$ cat src/hdl/tkc_pkg.sv
package tkc_pkg;

  ////////////////////////////////////////////////////////////////////////////
  // clock and sizes
  localparam int CLK_MHZ = 100;
  localparam int CYC_PER_MS = CLK_MHZ * 1000;
  localparam int NCH = 4;
  localparam int SIG_W = 16;
  localparam int TMO_W = 16;
  localparam int CYC_W = 32;

  ////////////////////////////////////////////////////////////////////////////
  // detection filter figures
  localparam int THR_COUNTS = 12;
  localparam int HYST_COUNTS = 2;
  localparam int INTEG_LEN = 6;
  localparam int INTEG_W = 3;

  ////////////////////////////////////////////////////////////////////////////
  // strap sampling: 25 reads spread over 250 us, reread every 10 s
  localparam int STRAP_READS = 25;
  localparam int STRAP_WIN_US = 250;
  localparam int STRAP_GAP_CYC = (STRAP_WIN_US * CLK_MHZ) / STRAP_READS;
  localparam int STRAP_GAP_W = $clog2(STRAP_GAP_CYC);
  localparam int STRAP_CNT_W = $clog2(STRAP_READS);
  localparam int REREAD_S = 10;

  ////////////////////////////////////////////////////////////////////////////
  // burst sequencing times
  localparam int BURST_MS = 4;
  localparam int SLEEP_MS = 90;
  localparam int SYNC_HZ = 55;
  localparam int TMO_SHORT_S = 10;
  localparam int TMO_LONG_S = 60;

  // timeout limits in burst intervals
  localparam int TMO_FAST_SHORT = (TMO_SHORT_S * 1000) / BURST_MS;
  localparam int TMO_FAST_LONG = (TMO_LONG_S * 1000) / BURST_MS;
  localparam int TMO_SLOW_SHORT = (TMO_SHORT_S * 1000) / (SLEEP_MS + BURST_MS);
  localparam int TMO_SLOW_LONG = (TMO_LONG_S * 1000) / (SLEEP_MS + BURST_MS);
  localparam int TMO_SYNC_SHORT = TMO_SHORT_S * SYNC_HZ;
  localparam int TMO_SYNC_LONG = TMO_LONG_S * SYNC_HZ;

  ////////////////////////////////////////////////////////////////////////////
  // decoded options
  typedef struct packed {
    logic fast;
    logic toggle;
    logic tmo_en;
    logic tmo_long;
  } tkc_opts_t;

  localparam tkc_opts_t OPTS_RST = tkc_opts_t'(4'h0);

  typedef enum logic [1:0] {ST_OPTS, ST_SLEEP, ST_BURST} tkc_state_t;

  // strap decode: speed low is fast; a/b pick timeout or toggle
  function automatic tkc_opts_t tkc_decode(input logic [2:0] s);
    tkc_opts_t o;
    o.fast = ~s[2];
    o.toggle = s[1] & s[0];
    o.tmo_en = s[1] | s[0];
    o.tmo_long = s[1] & ~s[0];
    return o;
  endfunction

  // stuck-key limit in bursts for the current mode
  function automatic logic [TMO_W-1:0] tkc_tmo_bursts(input tkc_opts_t o, input logic sync_seen);
    logic [TMO_W-1:0] r;
    if (o.fast)
      r = o.tmo_long ? TMO_W'(TMO_FAST_LONG) : TMO_W'(TMO_FAST_SHORT);
    else if (sync_seen)
      r = o.tmo_long ? TMO_W'(TMO_SYNC_LONG) : TMO_W'(TMO_SYNC_SHORT);
    else
      r = o.tmo_long ? TMO_W'(TMO_SLOW_LONG) : TMO_W'(TMO_SLOW_SHORT);
    return r;
  endfunction

endpackage

$ cat src/hdl/tkc_touch_ctrl.sv
`timescale 1ns/1ps
`default_nettype none

//
// Contract
// - timeout straps: low/high 10s, high/low 60s, both high toggle, both low none
// - a detection outlasting the timeout recalibrates that key alone
// - toggle mode: each confirmed touch flips that key's output
// - toggle mode uses a fixed ten second stuck-key timeout
// - toggle mode: timeout and recalibration keep the stored toggle state
// - toggle state flips only on rising detection, never on release
// - sync pulses honoured only in slow mode; unused sync held low outside
// - all four channels sample in one common burst
// - slow mode: sync pulse wakes from sleep for one burst, then sleep again unless a detection is pending
// - slow mode: without sync, the own timer wakes after about 90 ms
// - sync only shortens the interval; the sleep timer still bounds it
// - slow mode timeouts are counted in burst intervals
// - with sync present, counts assume a 55 Hz burst rate
// - fast mode: spread pin high for one burst, clamped low at its end
// - any miss among six successive samples discards a pending detection
// - slow mode: acquisition oscillator stopped between bursts
// - fast mode timeouts are counted in burst intervals too, one per 4 ms burst
// - detection at 12 counts over reference, release 2 counts lower
// - straps read at power-up and every 10 s idle; 25 reads must agree
// - reset low at least 10 us then released recalibrates every channel
module tkc_touch_ctrl
  import tkc_pkg::*;
#(
  parameter int NK = NCH,
  parameter int SW = SIG_W,
  parameter int unsigned BURST_CYC = BURST_MS * CYC_PER_MS,
  parameter int unsigned SLEEP_CYC = SLEEP_MS * CYC_PER_MS,
  parameter int unsigned REREAD_CYC = REREAD_S * 1000 * CYC_PER_MS
)
(
  // clock, reset, enable
  input wire logic clk_i,
  input wire logic resetn_i,
  input wire logic ce_i,
  // option straps
  input wire logic speed_strap_i,
  input wire logic timeout_strap_a_i,
  input wire logic timeout_strap_b_i,
  // sync / spread pin
  input wire logic sync_i,
  output logic ss_o,
  output logic ss_oe_o,
  // acquisition front end
  input wire logic [NK-1:0][SW-1:0] signal_i,
  output logic burst_o,
  output logic osc_run_o,
  output logic sample_stb_o,
  // key outputs
  output logic [NK-1:0] key_o,
  output logic [NK-1:0] det_o,
  output logic [NK-1:0] recal_o,
  // status
  output tkc_opts_t opts_o,
  output logic sync_seen_o
);

  ////////////////////////////////////////////////////////////////////////////
  // declarations
  tkc_state_t state_q;
  tkc_state_t state_d;
  logic [CYC_W-1:0] cyc_q;
  logic [CYC_W-1:0] reread_q;
  logic sync_q;
  logic sync_seen_q;
  logic ss_q;
  logic ss_oe_q;
  logic osc_q;
  logic burst_q;
  logic stb_q;
  logic start_q;

  tkc_opts_t opts_w;
  logic valid_w;
  logic busy_w;
  logic [NK-1:0] key_w;
  logic [NK-1:0] det_w;
  logic [NK-1:0] pend_w;
  logic [NK-1:0] recal_w;

  ////////////////////////////////////////////////////////////////////////////
  // strap reader
  tkc_strap_reader u_straps (
    .clk_i (clk_i),
    .resetn_i (resetn_i),
    .ce_i (ce_i),
    .start_i (start_q),
    .speed_strap_i (speed_strap_i),
    .timeout_strap_a_i (timeout_strap_a_i),
    .timeout_strap_b_i (timeout_strap_b_i),
    .opts_o (opts_w),
    .valid_o (valid_w),
    .busy_o (busy_w)
  );

  ////////////////////////////////////////////////////////////////////////////
  // event decode
  // pin is taken as synchronous, so a plain previous-value edge is enough
  wire logic sync_rise_w = sync_i && !sync_q;
  // fast mode ignores the pin: it is our own spread output there
  wire logic sync_wake_w = sync_rise_w && !opts_w.fast;
  wire logic burst_end_w = (state_q == ST_BURST) && (cyc_q == CYC_W'(BURST_CYC - 1));
  wire logic sleep_end_w = (state_q == ST_SLEEP) && (cyc_q == CYC_W'(SLEEP_CYC - 1));
  wire logic any_det_w = |det_w;
  wire logic any_pend_w = |pend_w;
  // a pending detection skips sleep so six samples come quickly
  wire logic no_sleep_w = opts_w.fast || any_pend_w;
  wire logic reread_end_w = (reread_q == CYC_W'(REREAD_CYC - 1));
  wire logic start_d = (!valid_w && !busy_w) || (reread_end_w && !any_det_w);

  // stuck-key limit in bursts; toggle mode forces the short one
  wire tkc_opts_t tmo_opts_w = '{fast: opts_w.fast, toggle: opts_w.toggle,
                                 tmo_en: opts_w.tmo_en,
                                 tmo_long: opts_w.tmo_long && !opts_w.toggle};
  // counted per burst so burst spacing scales them
  wire logic [TMO_W-1:0] tmo_limit_w = tkc_tmo_bursts(tmo_opts_w, sync_seen_q);

  ////////////////////////////////////////////////////////////////////////////
  // burst sequencer
  always_comb
  begin
    state_d = state_q;
    unique case (state_q)
      ST_OPTS:
        if (valid_w)
          state_d = ST_BURST;
      ST_BURST:
        if (burst_end_w)
          state_d = no_sleep_w ? ST_BURST : ST_SLEEP;
      ST_SLEEP:
        // sync may only shorten the nap; the timer bounds it
        if (sync_wake_w || sleep_end_w)
          state_d = ST_BURST;
    endcase
  end

  wire logic restart_w = (state_d != state_q) || burst_end_w;
  wire logic [CYC_W-1:0] cyc_d = restart_w ? '0 : cyc_q + 1'b1;
  wire logic seen_d = (state_q == ST_SLEEP && sync_wake_w) ? 1'b1 :
                      (sleep_end_w || opts_w.fast) ? 1'b0 : sync_seen_q;
  wire logic burst_d = (state_d == ST_BURST) && !(burst_end_w && !no_sleep_w);
  // spread drive, fast mode only: high through each burst, low at every burst end
  wire logic ss_d = opts_w.fast && burst_d && !burst_end_w;
  // slow mode stops the acquisition oscillator while asleep
  wire logic osc_d = opts_w.fast || burst_d;
  wire logic [CYC_W-1:0] reread_d = (any_det_w || reread_end_w) ? '0 : reread_q + 1'b1;

  // sequencer registers
  always_ff @(posedge clk_i or negedge resetn_i)
  begin
    if (!resetn_i)
    begin
      state_q <= ST_OPTS;
      cyc_q <= '0;
      reread_q <= '0;
      sync_q <= 1'b0;
      sync_seen_q <= 1'b0;
      ss_q <= 1'b0;
      ss_oe_q <= 1'b0;
      osc_q <= 1'b0;
      burst_q <= 1'b0;
      stb_q <= 1'b0;
      start_q <= 1'b0;
    end
    else if (ce_i)
    begin
      state_q <= state_d;
      cyc_q <= cyc_d;
      reread_q <= reread_d;
      sync_q <= sync_i;
      sync_seen_q <= seen_d;
      ss_q <= ss_d;
      ss_oe_q <= opts_w.fast;
      osc_q <= osc_d;
      burst_q <= burst_d;
      stb_q <= burst_end_w; // one strobe for all channels
      start_q <= start_d && !start_q;
    end
  end

  ////////////////////////////////////////////////////////////////////////////
  // key channels, all fed by the same end-of-burst strobe
  for (genvar k = 0; k < NK; k++)
  begin : g_key
    tkc_key_channel #(
      .SW (SW),
      .TW (TMO_W)
    ) u_key (
      .clk_i (clk_i),
      .resetn_i (resetn_i),
      .ce_i (ce_i),
      .sample_stb_i (stb_q),
      .signal_i (signal_i[k]),
      .toggle_i (opts_w.toggle),
      .tmo_en_i (opts_w.tmo_en),
      .tmo_limit_i (tmo_limit_w),
      .key_o (key_w[k]),
      .det_o (det_w[k]),
      .pending_o (pend_w[k]),
      .recal_o (recal_w[k])
    );
  end

  ////////////////////////////////////////////////////////////////////////////
  // outputs
  assign ss_o = ss_q;
  assign ss_oe_o = ss_oe_q;
  assign burst_o = burst_q;
  assign osc_run_o = osc_q;
  assign sample_stb_o = stb_q;
  assign key_o = key_w;
  assign det_o = det_w;
  assign recal_o = recal_w;
  assign opts_o = opts_w;
  assign sync_seen_o = sync_seen_q;

  ////////////////////////////////////////////////////////////////////////////
  // checks
  a_ss_clamp_end: assert property (@(posedge clk_i) disable iff (!resetn_i)
    ce_i && burst_end_w |=> !ss_q && stb_q)
    else $error("spread pin not clamped at burst end");
  a_ss_in_burst: assert property (@(posedge clk_i) disable iff (!resetn_i)
    ss_q |-> burst_q && ss_oe_q)
    else $error("spread pin driven outside a burst");
  a_sync_fast_ignored: assert property (@(posedge clk_i) disable iff (!resetn_i)
    opts_w.fast |-> !sync_wake_w && state_q != ST_SLEEP)
    else $error("sync acted in fast mode");
  a_sync_wakes: assert property (@(posedge clk_i) disable iff (!resetn_i)
    ce_i && state_q == ST_SLEEP && sync_rise_w && !opts_w.fast |=> state_q == ST_BURST && sync_seen_q)
    else $error("sync pulse did not wake the sequencer");
  a_sleep_bound: assert property (@(posedge clk_i) disable iff (!resetn_i)
    state_q == ST_SLEEP |-> cyc_q < CYC_W'(SLEEP_CYC))
    else $error("sleep ran past its timer");
  a_osc_asleep: assert property (@(posedge clk_i) disable iff (!resetn_i)
    $past(ce_i) && state_q == ST_SLEEP && $past(state_q) == ST_SLEEP |-> !osc_q && !burst_q)
    else $error("oscillator running during slow sleep");
  a_toggle_tmo: assert property (@(posedge clk_i) disable iff (!resetn_i)
    opts_w.toggle && !opts_w.fast && !sync_seen_q |-> tmo_limit_w == TMO_W'(TMO_SLOW_SHORT))
    else $error("toggle mode timeout not ten seconds");
  a_sync_tmo: assert property (@(posedge clk_i) disable iff (!resetn_i)
    sync_seen_q && !opts_w.toggle && opts_w.tmo_long |-> tmo_limit_w == TMO_W'(TMO_SYNC_LONG))
    else $error("sync timeout not scaled to 55 Hz");
  a_burst_len: assert property (@(posedge clk_i) disable iff (!resetn_i)
    state_q == ST_BURST |-> cyc_q < CYC_W'(BURST_CYC))
    else $error("burst longer than its length");

endmodule // tkc_touch_ctrl

`default_nettype wire

$ cat src/hdl/tkc_strap_reader.sv
`timescale 1ns/1ps
`default_nettype none

module tkc_strap_reader
  import tkc_pkg::*;
(
  // clock, reset, enable
  input wire logic clk_i,
  input wire logic resetn_i,
  input wire logic ce_i,
  // control
  input wire logic start_i,
  // straps
  input wire logic speed_strap_i,
  input wire logic timeout_strap_a_i,
  input wire logic timeout_strap_b_i,
  // result
  output tkc_opts_t opts_o,
  output logic valid_o,
  output logic busy_o
);

  logic [STRAP_GAP_W-1:0] gap_q;
  logic [STRAP_CNT_W-1:0] cnt_q;
  logic [2:0] first_q;
  logic agree_q;
  tkc_opts_t opts_q;
  logic valid_q;
  logic busy_q;

  ////////////////////////////////////////////////////////////////////////////
  // read strobes and agreement
  wire logic [2:0] now_w = {speed_strap_i, timeout_strap_a_i, timeout_strap_b_i};
  wire logic take_w = busy_q && (gap_q == '0);
  wire logic last_w = take_w && (cnt_q == STRAP_CNT_W'(STRAP_READS - 1));
  wire logic same_w = (cnt_q == '0) || (now_w == first_q);
  wire logic ok_w = agree_q && same_w;
  wire logic gap_end_w = (gap_q == STRAP_GAP_W'(STRAP_GAP_CYC - 1));

  // one disagreeing read spoils the whole set; old options stay in force
  always_ff @(posedge clk_i or negedge resetn_i)
  begin
    if (!resetn_i)
    begin
      gap_q <= '0;
      cnt_q <= '0;
      first_q <= 3'h0;
      agree_q <= 1'b0;
      opts_q <= OPTS_RST;
      valid_q <= 1'b0;
      busy_q <= 1'b0;
    end
    else if (ce_i)
    begin
      if (start_i && !busy_q)
      begin
        busy_q <= 1'b1;
        gap_q <= '0;
        cnt_q <= '0;
        agree_q <= 1'b1;
      end
      else if (busy_q)
      begin
        gap_q <= gap_end_w ? '0 : gap_q + 1'b1;
        if (take_w)
        begin
          cnt_q <= cnt_q + 1'b1;
          agree_q <= ok_w;
          if (cnt_q == '0)
            first_q <= now_w;
        end
        if (last_w)
        begin
          busy_q <= 1'b0;
          if (ok_w)
          begin
            opts_q <= tkc_decode(first_q);
            valid_q <= 1'b1;
          end
        end
      end
    end
  end

  assign opts_o = opts_q;
  assign valid_o = valid_q;
  assign busy_o = busy_q;

endmodule // tkc_strap_reader

`default_nettype wire

$ cat src/hdl/tkc_key_channel.sv
`timescale 1ns/1ps
`default_nettype none

module tkc_key_channel
  import tkc_pkg::*;
#(
  parameter int SW = SIG_W,
  parameter int TW = TMO_W
)
(
  // clock, reset, enable
  input wire logic clk_i,
  input wire logic resetn_i,
  input wire logic ce_i,
  // burst result
  input wire logic sample_stb_i,
  input wire logic [SW-1:0] signal_i,
  // mode
  input wire logic toggle_i,
  input wire logic tmo_en_i,
  input wire logic [TW-1:0] tmo_limit_i,
  // outputs
  output logic key_o,
  output logic det_o,
  output logic pending_o,
  output logic recal_o
);

  logic [SW-1:0] ref_q;
  logic cal_q;
  logic [INTEG_W-1:0] integ_q;
  logic det_q;
  logic tog_q;
  logic key_q;
  logic [TW-1:0] on_q;
  logic recal_q;

  ////////////////////////////////////////////////////////////////////////////
  // threshold compare, one extra bit so the sum cannot wrap
  wire logic [SW:0] thr_w = {1'b0, ref_q} + (SW+1)'(THR_COUNTS);
  wire logic [SW:0] rel_w = {1'b0, ref_q} + (SW+1)'(THR_COUNTS - HYST_COUNTS);
  wire logic hit_w = ({1'b0, signal_i} >= thr_w);
  wire logic hold_w = ({1'b0, signal_i} >= rel_w);
  wire logic full_w = (integ_q == INTEG_W'(INTEG_LEN - 1));
  wire logic stuck_w = det_q && tmo_en_i && (on_q >= tmo_limit_i - 1'b1);
  wire logic cal_w = sample_stb_i && (cal_q || stuck_w);
  wire logic run_w = sample_stb_i && !cal_q && !stuck_w;

  // consensus filter: any miss before six hits drops the count
  wire logic [INTEG_W-1:0] integ_d = cal_w ? '0 :
                                     !run_w ? integ_q :
                                     (det_q || !hit_w || full_w) ? '0 : integ_q + 1'b1;
  wire logic det_d = cal_w ? 1'b0 :
                     !run_w ? det_q :
                     det_q ? hold_w : (hit_w && full_w);
  wire logic [TW-1:0] on_d = cal_w ? '0 :
                             !run_w ? on_q :
                             (det_q && hold_w) ? on_q + 1'b1 : '0;
  // flip only on a rising detection; recal leaves the stored state alone
  wire logic tog_d = tog_q ^ (toggle_i && det_d && !det_q);
  wire logic key_d = toggle_i ? tog_d : det_d;

  ////////////////////////////////////////////////////////////////////////////
  // state; reset leaves a calibration pending for the first burst
  always_ff @(posedge clk_i or negedge resetn_i)
  begin
    if (!resetn_i)
    begin
      ref_q <= '0;
      cal_q <= 1'b1;
      integ_q <= '0;
      det_q <= 1'b0;
      tog_q <= 1'b0;
      key_q <= 1'b0;
      on_q <= '0;
      recal_q <= 1'b0;
    end
    else if (ce_i)
    begin
      if (cal_w)
        ref_q <= signal_i; // only this channel is touched
      cal_q <= cal_q && !sample_stb_i;
      integ_q <= integ_d;
      det_q <= det_d;
      tog_q <= tog_d;
      key_q <= key_d;
      on_q <= on_d;
      recal_q <= cal_w;
    end
  end

  assign key_o = key_q;
  assign det_o = det_q;
  assign pending_o = (integ_q != '0);
  assign recal_o = recal_q;

  ////////////////////////////////////////////////////////////////////////////
  // checks
  a_integ_six: assert property (@(posedge clk_i) disable iff (!resetn_i)
    $rose(det_q) |-> $past(integ_q) == INTEG_W'(INTEG_LEN - 1) && $past(sample_stb_i))
    else $error("detection confirmed without six hits");
  a_toggle_cause: assert property (@(posedge clk_i) disable iff (!resetn_i)
    $changed(tog_q) |-> $rose(det_q))
    else $error("toggle state changed without a rising detection");
  a_toggle_flip: assert property (@(posedge clk_i) disable iff (!resetn_i)
    $rose(det_q) && $past(toggle_i) |-> tog_q != $past(tog_q))
    else $error("toggle state missed a touch");
  a_level_out: assert property (@(posedge clk_i) disable iff (!resetn_i)
    $past(ce_i) && !$past(toggle_i) |-> key_q == det_q)
    else $error("level output differs from detection");
  a_stuck_recal: assert property (@(posedge clk_i) disable iff (!resetn_i)
    ce_i && stuck_w && sample_stb_i |=> !det_q && recal_q && on_q == '0)
    else $error("stuck key not recalibrated");

endmodule // tkc_key_channel

`default_nettype wire

$ cat config.mk
export PLATFORM = sky130hd
export DESIGN_NAME = tkc_touch_ctrl
export DESIGN_NICKNAME = d
export VERILOG_FILES = /design/src/hdl/tkc_pkg.sv /design/src/hdl/tkc_touch_ctrl.sv /design/src/hdl/tkc_strap_reader.sv /design/src/hdl/tkc_key_channel.sv
export SDC_FILE = /design/constraint.sdc
export NUM_CORES = 1
export LEC_CHECK = 0
export ABC_AREA = 0
export BUFFER_PORTS_ARGS = -buffer_cell sky130_fd_sc_hd__buf_2
export CAP_MARGIN = 10
export CORE_MARGIN = 2
export CORE_UTILIZATION = 50
export CTS_BUF_LIST = sky130_fd_sc_hd__clkbuf_8
export DETAILED_ROUTE_END_ITERATION = 10
export HOLD_SLACK_MARGIN = 0.15
export MAX_ROUTING_LAYER = met4
export PLACE_DENSITY = 0.72
export SLEW_MARGIN = 10
export SYNTH_ARGS = -nofsm -noshare
export SYNTH_HDL_FRONTEND = slang
export SYNTH_HIERARCHICAL = 1
export SYNTH_SLANG_ARGS = --single-unit
$ cat constraint.sdc
create_clock -name clk_i -period 9.4 [get_ports clk_i]
set_clock_uncertainty 0.1 [all_clocks]
set_input_delay 0.47 -clock clk_i [delete_from_list [all_inputs] [get_ports clk_i]]
set_output_delay 0.47 -clock clk_i [all_outputs]
set_load 0.05 [all_outputs]
==> metrics.txt, run 1 <==
number of post-CTS setup repair buffers=0; startpoint kind of the worst setup timing path=register; number of gates resized after cts=0; CP max stage cell=dfrtp_1; instance count of the mapped netlist=2166; Total Neg Setup Slack=0 ns; number of max-cap violations=0; time the final worst path needs with I/O delays and setup=5.75 ns; vias=16600; Fmax=0.174 GHz; clock edge transition at the registers on the reported setup and hold paths=0.06 ns; #FFs+latches synth=259; CP Max Fanout=36; final-layout fill cell count=3384; Post-CTS Hold Fix Bufs=69; cell occurring most often along the worst timing path=nor2_1; post-synthesis instance area=0.0200 mm²; sequential element share of the synthesized area=0.325; Slew @ Worst Pin=1.10 ns; starting utilization of the core area=0.505; nets@finish=2667; post-route fraction of the period consumed by the critical path=0.612; number of endpoints failing setup at the final stage=0; simple-gate share of the synthesized area=0.217; FP Rows=73; die width=204 µm; wire length of the first global-routing pass=78900 µm; capturing element type of the critical path=register; share of synthesized area spent on multiplexers=0.0440; EDFF count, synth=0; Die Footprint=0.0416 mm²; antenna violations before repair=0; pre-CTS worst setup slack=3.72 ns; post-detailed-route via-to-cell ratio=5.67; maximum buffer depth of the clock tree=3; standard cell core area=0.0395 mm²; Top Ports=93; number of warning messages in the yosys log=6; unrepaired setup endpoints after global routing=false; adder-cell share of the synthesized area=0.145; class of the most critical hold timing path=register to register; height of the die=204 µm; pwr dens=124 mW/mm²; highest cell delay on the worst timing path=0.80 ns; share of the synthesized area in the top cell type=0.319; TritonCTS sink count=259; Routed WL=46900 µm; global route overflow=0; routed wire length per instance=16.0 µm; clock network latency to the later pin of the worst-skew pair=0.65 ns; Rel. slew slack=0.267; total chip power=2800 µW; post-synthesis cell type with the largest combined area=dfrtp_1; crit path kind=register to register; all-layer global routing usage=0.235; drt first pass iters=5; number of buffers added on ports=92; maximum vdd drop=0.0000957 V; area added between synthesis and finish=13.3%; clock buffer count from CTS=48; Worst Setup Slack, final=3.65 ns; data arrival time of the worst path=6.11 ns; final estimated routing congestion in global placement=0.846; number of global-route vias before repair=16200; cells along the critical path=nor2b_1, ha_1, nor2_1, inv_1, buf_4, nor4_1, nand3_1, nor4_1, xnor2_1, ha_1, nand2_1, nor4_4, o2111ai_2, o211ai_4, a21oi_1, nor2_1, nor2_1; leakage power=0.0101 µW; maximum level of the CTS H-tree=2; clock tree root buffer cell=clkbuf_8; ys flop type=dfrtp_1; data required time at the worst endpoint=9.76 ns; Compound-Gate Fraction of Synth Area=0.120; TritonCTS clock tree=done; post-route antenna net violation count=0; ANT cells=0; DR iter-0 viols=975; number of failing hold endpoints at the final stage=0; parity-gate share of the synthesized area counting xor and xnor cells=0.114; top cells by area, synth=dfrtp_1, ha_1, xor2_1, xnor2_1, nor2_1; largest net degree at the start of global routing=143; ratio of cells with drive above 1 in the final layout=0.131; run status=finished clean; synthesized area per cell=9.22 µm²; number of different library cells in the post-synthesis netlist=96; DRC Markers=0; largest family of logic cells by synthesized area=simple AND/OR/NAND/NOR gates; Async S/R FF share, synth=1.00; Final Slew Violations=0; post-detailed-placement half-perimeter wirelength=33500 µm
cell usage after synthesis (8+ instances only):
| master | n |
|---|---|
| mux2_4 | 23 |
| or2_2 | 8 |
| and4_1 | 13 |
| clkbuf_1 | 24 |
| nand2_1 | 216 |
| nor2b_1 | 14 |
| nor2_1 | 234 |
| dfrtp_1 | 255 |
| or3_1 | 10 |
| ha_1 | 232 |
| nand4_1 | 57 |
| a31o_2 | 8 |
| nor4_1 | 28 |
| a211oi_1 | 21 |
| inv_1 | 92 |
| buf_6 | 12 |
| or4_1 | 12 |
| nand3_1 | 95 |
| xnor2_1 | 115 |
| and2_1 | 15 |
| nand2b_1 | 9 |
| o21ai_0 | 103 |
| mux2_2 | 43 |
| xor2_1 | 146 |
| o22ai_1 | 9 |
| a21oi_1 | 69 |
| nand4b_1 | 9 |
| nor3_1 | 49 |
| a31oi_1 | 8 |
| and3_1 | 25 |
| a21o_1 | 25 |
routing by layer:
| metal | share of wire | track usage | vias up |
|---|---|---|---|
| met5 | 0 | - | - |
| met4 | 0.028 | 0.0863 | 0 |
| met3 | 0.039 | 0.0340 | 109 |
| met2 | 0.48 | 0.386 | 308 |
| met1 | 0.45 | 0.296 | 8019 |
| li1 | - | - | 8147 |
logic make-up after synthesis:
logic type | count (synthesis)
AND/OR/NAND/NOR | 851
flip-flops | 259
buffers and inverters | 139
AO/OA/AOI/OAI | 352
XOR/XNOR | 261
other | 1
adder cells (fa/ha/maj) | 232
multiplexers | 71
per-stage QoR:
step	instances	hold WS, ns	cell area (µm²)	utilization
CTS	2927	0.324	22600	0.572
floorplan	2190	0.0744	20100	-
detailed placement	2770	0.370	20900	0.530
global route	2927	0.392	22600	0.572
global placement	2770	0.364	20900	0.530
finish	2927	0.382	22600	0.572
worst max-delay path, delay by kind of cell, from the launching register on:
family / cells / cell delay (ns)
simple gates: 9 / 2.86
buf+inv: 2 / 0.44
xor+xnor: 1 / 0.13
compound gates: 3 / 0.70
fa+ha+maj: 2 / 0.55
flops: 1 / 0.80
flip-flops by register name (all words and copies together), names as in the netlist, 2 cells and up:
signal,cells
g_key.u_key/on_q,64
g_key.u_key/ref_q,64
cyc_q,32
reread_q,32
g_key.u_key/integ_q,12
u_straps/gap_q,10
u_straps/cnt_q,5
g_key.u_key/cal_q,4
g_key.u_key/det_o,4
g_key.u_key/key_o,4
g_key.u_key/recal_o,4
g_key.u_key/tog_q,4
u_straps/opts_o,4
u_straps/first_q,3
state_q,2
cell type report:
cell class	instances	area, µm²	area share
clock buffer	61	840	0.0371
clock inverter	27	155	0.00686
inverter	93	349	0.0154
multi-input combinational	1792	12900	0.570
sequential	259	6490	0.287
tap	525	657	0.0290
timing repair buffer	170	1240	0.0548
where the power goes:
part           internal (µW)  total (µW)  switching, µW
registers               1180        1250           74.3
logic                    178         423            245
clock network            613        1120            511
cell usage in the layout (no fill, tap or decap), types with 49 or more instances in the layout:
| cell | Yosys | routed |
|---|---|---|
| xnor2_1 | 115 | 115 |
| o21ai_0 | 103 | 103 |
| dlygate4sd3_1 | 0 | 69 |
| ha_1 | 232 | 232 |
| xor2_1 | 146 | 146 |
| a21oi_1 | 69 | 68 |
| nand2_1 | 216 | 216 |
| nand4_1 | 57 | 57 |
| nor3_1 | 49 | 49 |
| nor2_1 | 234 | 233 |
| buf_2 | 6 | 91 |
| clkbuf_8 | 0 | 61 |
| inv_1 | 92 | 106 |
| nand3_1 | 95 | 95 |
| dfrtp_1 | 255 | 255 |
path summary, 6_finish.rpt:
path,start,to,slack [ns],cells past startpoint
min,g_key[2].u_key/recal_o,g_key[2].u_key/recal_o,0.38,1
max reg2reg,u_straps/opts_o[2],g_key[3].u_key/on_q[8],3.65,17
min reg2reg,g_key[2].u_key/recal_o,g_key[2].u_key/recal_o,0.38,1
max,u_straps/opts_o[2],g_key[3].u_key/on_q[8],3.65,17
min in group asynchronous,resetn_i,g_key[2].u_key/ref_q[9],0.41,2
max in group asynchronous,resetn_i,u_straps/gap_q[9],7.45,3
Power figures use the tool's default switching activity.
==> inputs of run 2 (changes only) <==
ABC_AREA = 1   (was 0)
PLACE_DENSITY = 0.74   (was 0.72)
clock period = 4.79 ns   (was 9.4 ns; I/O delays follow)
==> run 2 against run 1 <==
Against the previous run:
- setup slack worse by 3.3 ns
- area after synthesis increased by 7.4%
- maximum frequency grew 31%
- cell area rose by 8.6%
- core utilization is 1.1 points higher
- highest routed layer unchanged
==> metrics.txt, run 2 <==
run status=finished clean; vias=19600; registers with the most flip-flops=g_key.u_key/on_q: 64 flops, g_key.u_key/ref_q: 64 flops; number of endpoints failing setup at the final stage=0; clock tree root buffer cell=clkbuf_8; ANT cells=0; post-route antenna net violation count=0; post-detailed-placement cell area=0.0227 mm²; maximum level of the CTS H-tree=2; Top Ports=93; starting utilization of the core area=0.509; area added between synthesis and finish=14.6%; share of the synthesized area in the top cell type=0.297; most instantiated cells after synthesis=nand2_1, inv_1, nor2_1; Final Core Density=0.583; global route overflow=0; Slew @ Worst Pin=0.939 ns; data arrival time of the worst path=4.81 ns; number of warning messages in the yosys log=6; startpoint kind of the worst setup timing path=register; routed wire length per instance=14.5 µm; Fmax=0.227 GHz; clock buffer count from CTS=50; EDFF count, synth=0; DR iter-0 viols=1319; number of buffers added on ports=92; Async S/R FF share, synth=1.00; #FFs+latches synth=259; Rel. slew slack=0.374; post-synthesis cell type with the largest combined area=dfrtp_1; all-layer global routing usage=0.250; most common library cell in the layout ignoring fill and taps=nand2_1; number of different library cells in the post-synthesis netlist=52; TritonCTS sink count=259; class of the most critical hold timing path=input pin to async pin; post-detailed-route via-to-cell ratio=5.34; crit path kind=register to register; ys flop type=dfrtp_1; TritonCTS clock tree=done; dominant cell by count in the synthesized netlist=nand2_1; Total Neg Setup Slack=0 ns; commonest cells after routing, fill and taps aside=nand2_1, inv_1, nor2_1; synthesized area per cell=7.49 µm²; nets@finish=3395; maximum vdd drop=0.000183 V; sequential element share of the synthesized area=0.302; post-route fraction of the period consumed by the critical path=0.918; ratio of cells with drive above 1 in the final layout=0.133; data required time at the worst endpoint=5.20 ns; largest net degree at the start of global routing=113; DRC Markers=0; clock network latency to the later pin of the worst-skew pair=0.63 ns; final estimated routing congestion in global placement=0.959; instance count of the mapped netlist=2865; capturing element type of the critical path=register; total chip power=8790 µW; die width=211 µm; number of max-cap violations=0; drt first pass iters=6; Die Footprint=0.0446 mm²; maximum buffer depth of the clock tree=3; time the final worst path needs with I/O delays and setup=4.40 ns; Routed WL=53100 µm; CP Max Fanout=15; leakage power=0.0121 µW; post-synthesis instance area=0.0215 mm²; Final Slew Violations=0; unrepaired setup endpoints after global routing=false; standard cell core area=0.0421 mm²; antenna violations before repair=0; height of the die=211 µm; pwr dens=357 mW/mm²; FP Rows=75; top cells by area, synth=dfrtp_1, ha_1, nand2_1, inv_1, xor2_1; clock edge transition at the registers on the reported setup and hold paths=0.06 ns; number of global-route vias before repair=19200; number of failing hold endpoints at the final stage=0; post-detailed-placement half-perimeter wirelength=39700 µm; wire length of the first global-routing pass=89900 µm; design area=0.0246 mm²
[run 2: changes by cell type in the layout (fill, tap and decap cells not counted), moves of 23 or more]
cell and change:
a21oi_1 +138, and3_1 -23, inv_1 +301, mux2_4 -23, nand2_1 +335, nand2_2 +25, nand3_1 +43, nand4_1 +25
nor2_1 +59, nor2_2 +60, xnor2_1 -55
[run 2: timing repair]
action	4_1_cts	5_1_grt
hold buffers	70	0
endpoints found under the hold margin	201	0
setup endpoints to repair	0	128
gates resized for setup	0	7
setup buffers	0	0
[run 2: routing by layer]
metal / track usage / up-vias / share of wire
li1: - / 9853 / -
met1: 0.315 / 9194 / 0.45
met2: 0.416 / 467 / 0.48
met3: 0.0323 / 104 / 0.046
met4: 0.0809 / 0 / 0.024
met5: - / - / 0
[run 2: path summary, 6_finish.rpt]
check / start / endpoint / slack [ns] / cells after the start
worst min register to register: g_key[2].u_key/cal_q / g_key[2].u_key/cal_q / 0.37 / 2
min in group clk_i: signal_i[58] / g_key[3].u_key/ref_q[10] / 0.32 / 3
max in group asynchronous: resetn_i / u_straps/opts_o[3] / 3.24 / 3
worst min-delay path: resetn_i / g_key[3].u_key/ref_q[9] / 0.1 / 2
worst max-delay path: u_straps/opts_o[0] / g_key[1].u_key/ref_q[4] / 0.39 / 26
worst max register to register: u_straps/opts_o[0] / g_key[1].u_key/ref_q[4] / 0.39 / 26
[run 2: logic make-up (layout without fill, tap and decap cells)]
| kind of cell | after synthesis | in the layout | share of synthesized area |
|---|---|---|---|
| AND/OR/NAND/NOR | 1331 | 1331 | 0.292 |
| buffers and inverters | 444 | 698 | 0.0811 |
| AO/OA/AOI/OAI | 369 | 369 | 0.0932 |
| flip-flops | 259 | 259 | 0.302 |
| adder cells (fa/ha/maj) | 232 | 232 | 0.135 |
| XOR/XNOR | 208 | 208 | 0.0849 |
| multiplexers | 21 | 21 | 0.0110 |
| other | 1 | 15 | 0.000175 |
[run 2: metrics by stage]
step	setup WS, ns	hold slack, ns	std cells
3_5_place_dp	0.205	0.260	3509
3_3_place_gp	0.434	0.244	3509
2_1_floorplan	0.0425	-0.156	2879
5_1_grt	0.00292	0.229	3672
6_report	0.392	0.0999	3672
4_1_cts	0.196	0.161	3672
[run 2: worst max-delay path: stages, from the launching register on]
cell,delay [ns]
dfrtp_1,0.37
inv_1,0.07
nor2_4,0.15
ha_1,0.21
nor2_2,0.08
buf_4,0.15
inv_1,0.05
ha_1,0.17
nand2_1,0.10
nor3_2,0.15
nor3b_2,0.24
nand2_1,0.09
or2_1,0.26
nor3_2,0.13
xor2_1,0.16
inv_1,0.06
ha_1,0.27
nand2_1,0.08
nor3_1,0.30
nand3_1,0.12
nand3_1,0.14
a21oi_1,0.10
inv_1,0.07
nand2_2,0.20
buf_4,0.28
nor2_1,0.11
a21oi_1,0.05
[run 2: report_power, final]
group	internal (µW)	leakage (µW)	switching, µW
combinational	1320	0.00812	2160
sequential	2480	0.00335	338
clock	1470	0.000640	1020
[run 2: layout make-up]
type	instances	area, µm²
Clock buffer	67	922
Tap cell	539	674
Inverter	415	1560
Timing Repair Buffer	190	1400
Fill cell	3721	17600
Sequential cell	259	6490
Clock inverter	26	220
Multi-Input combinational cell	2176	13300
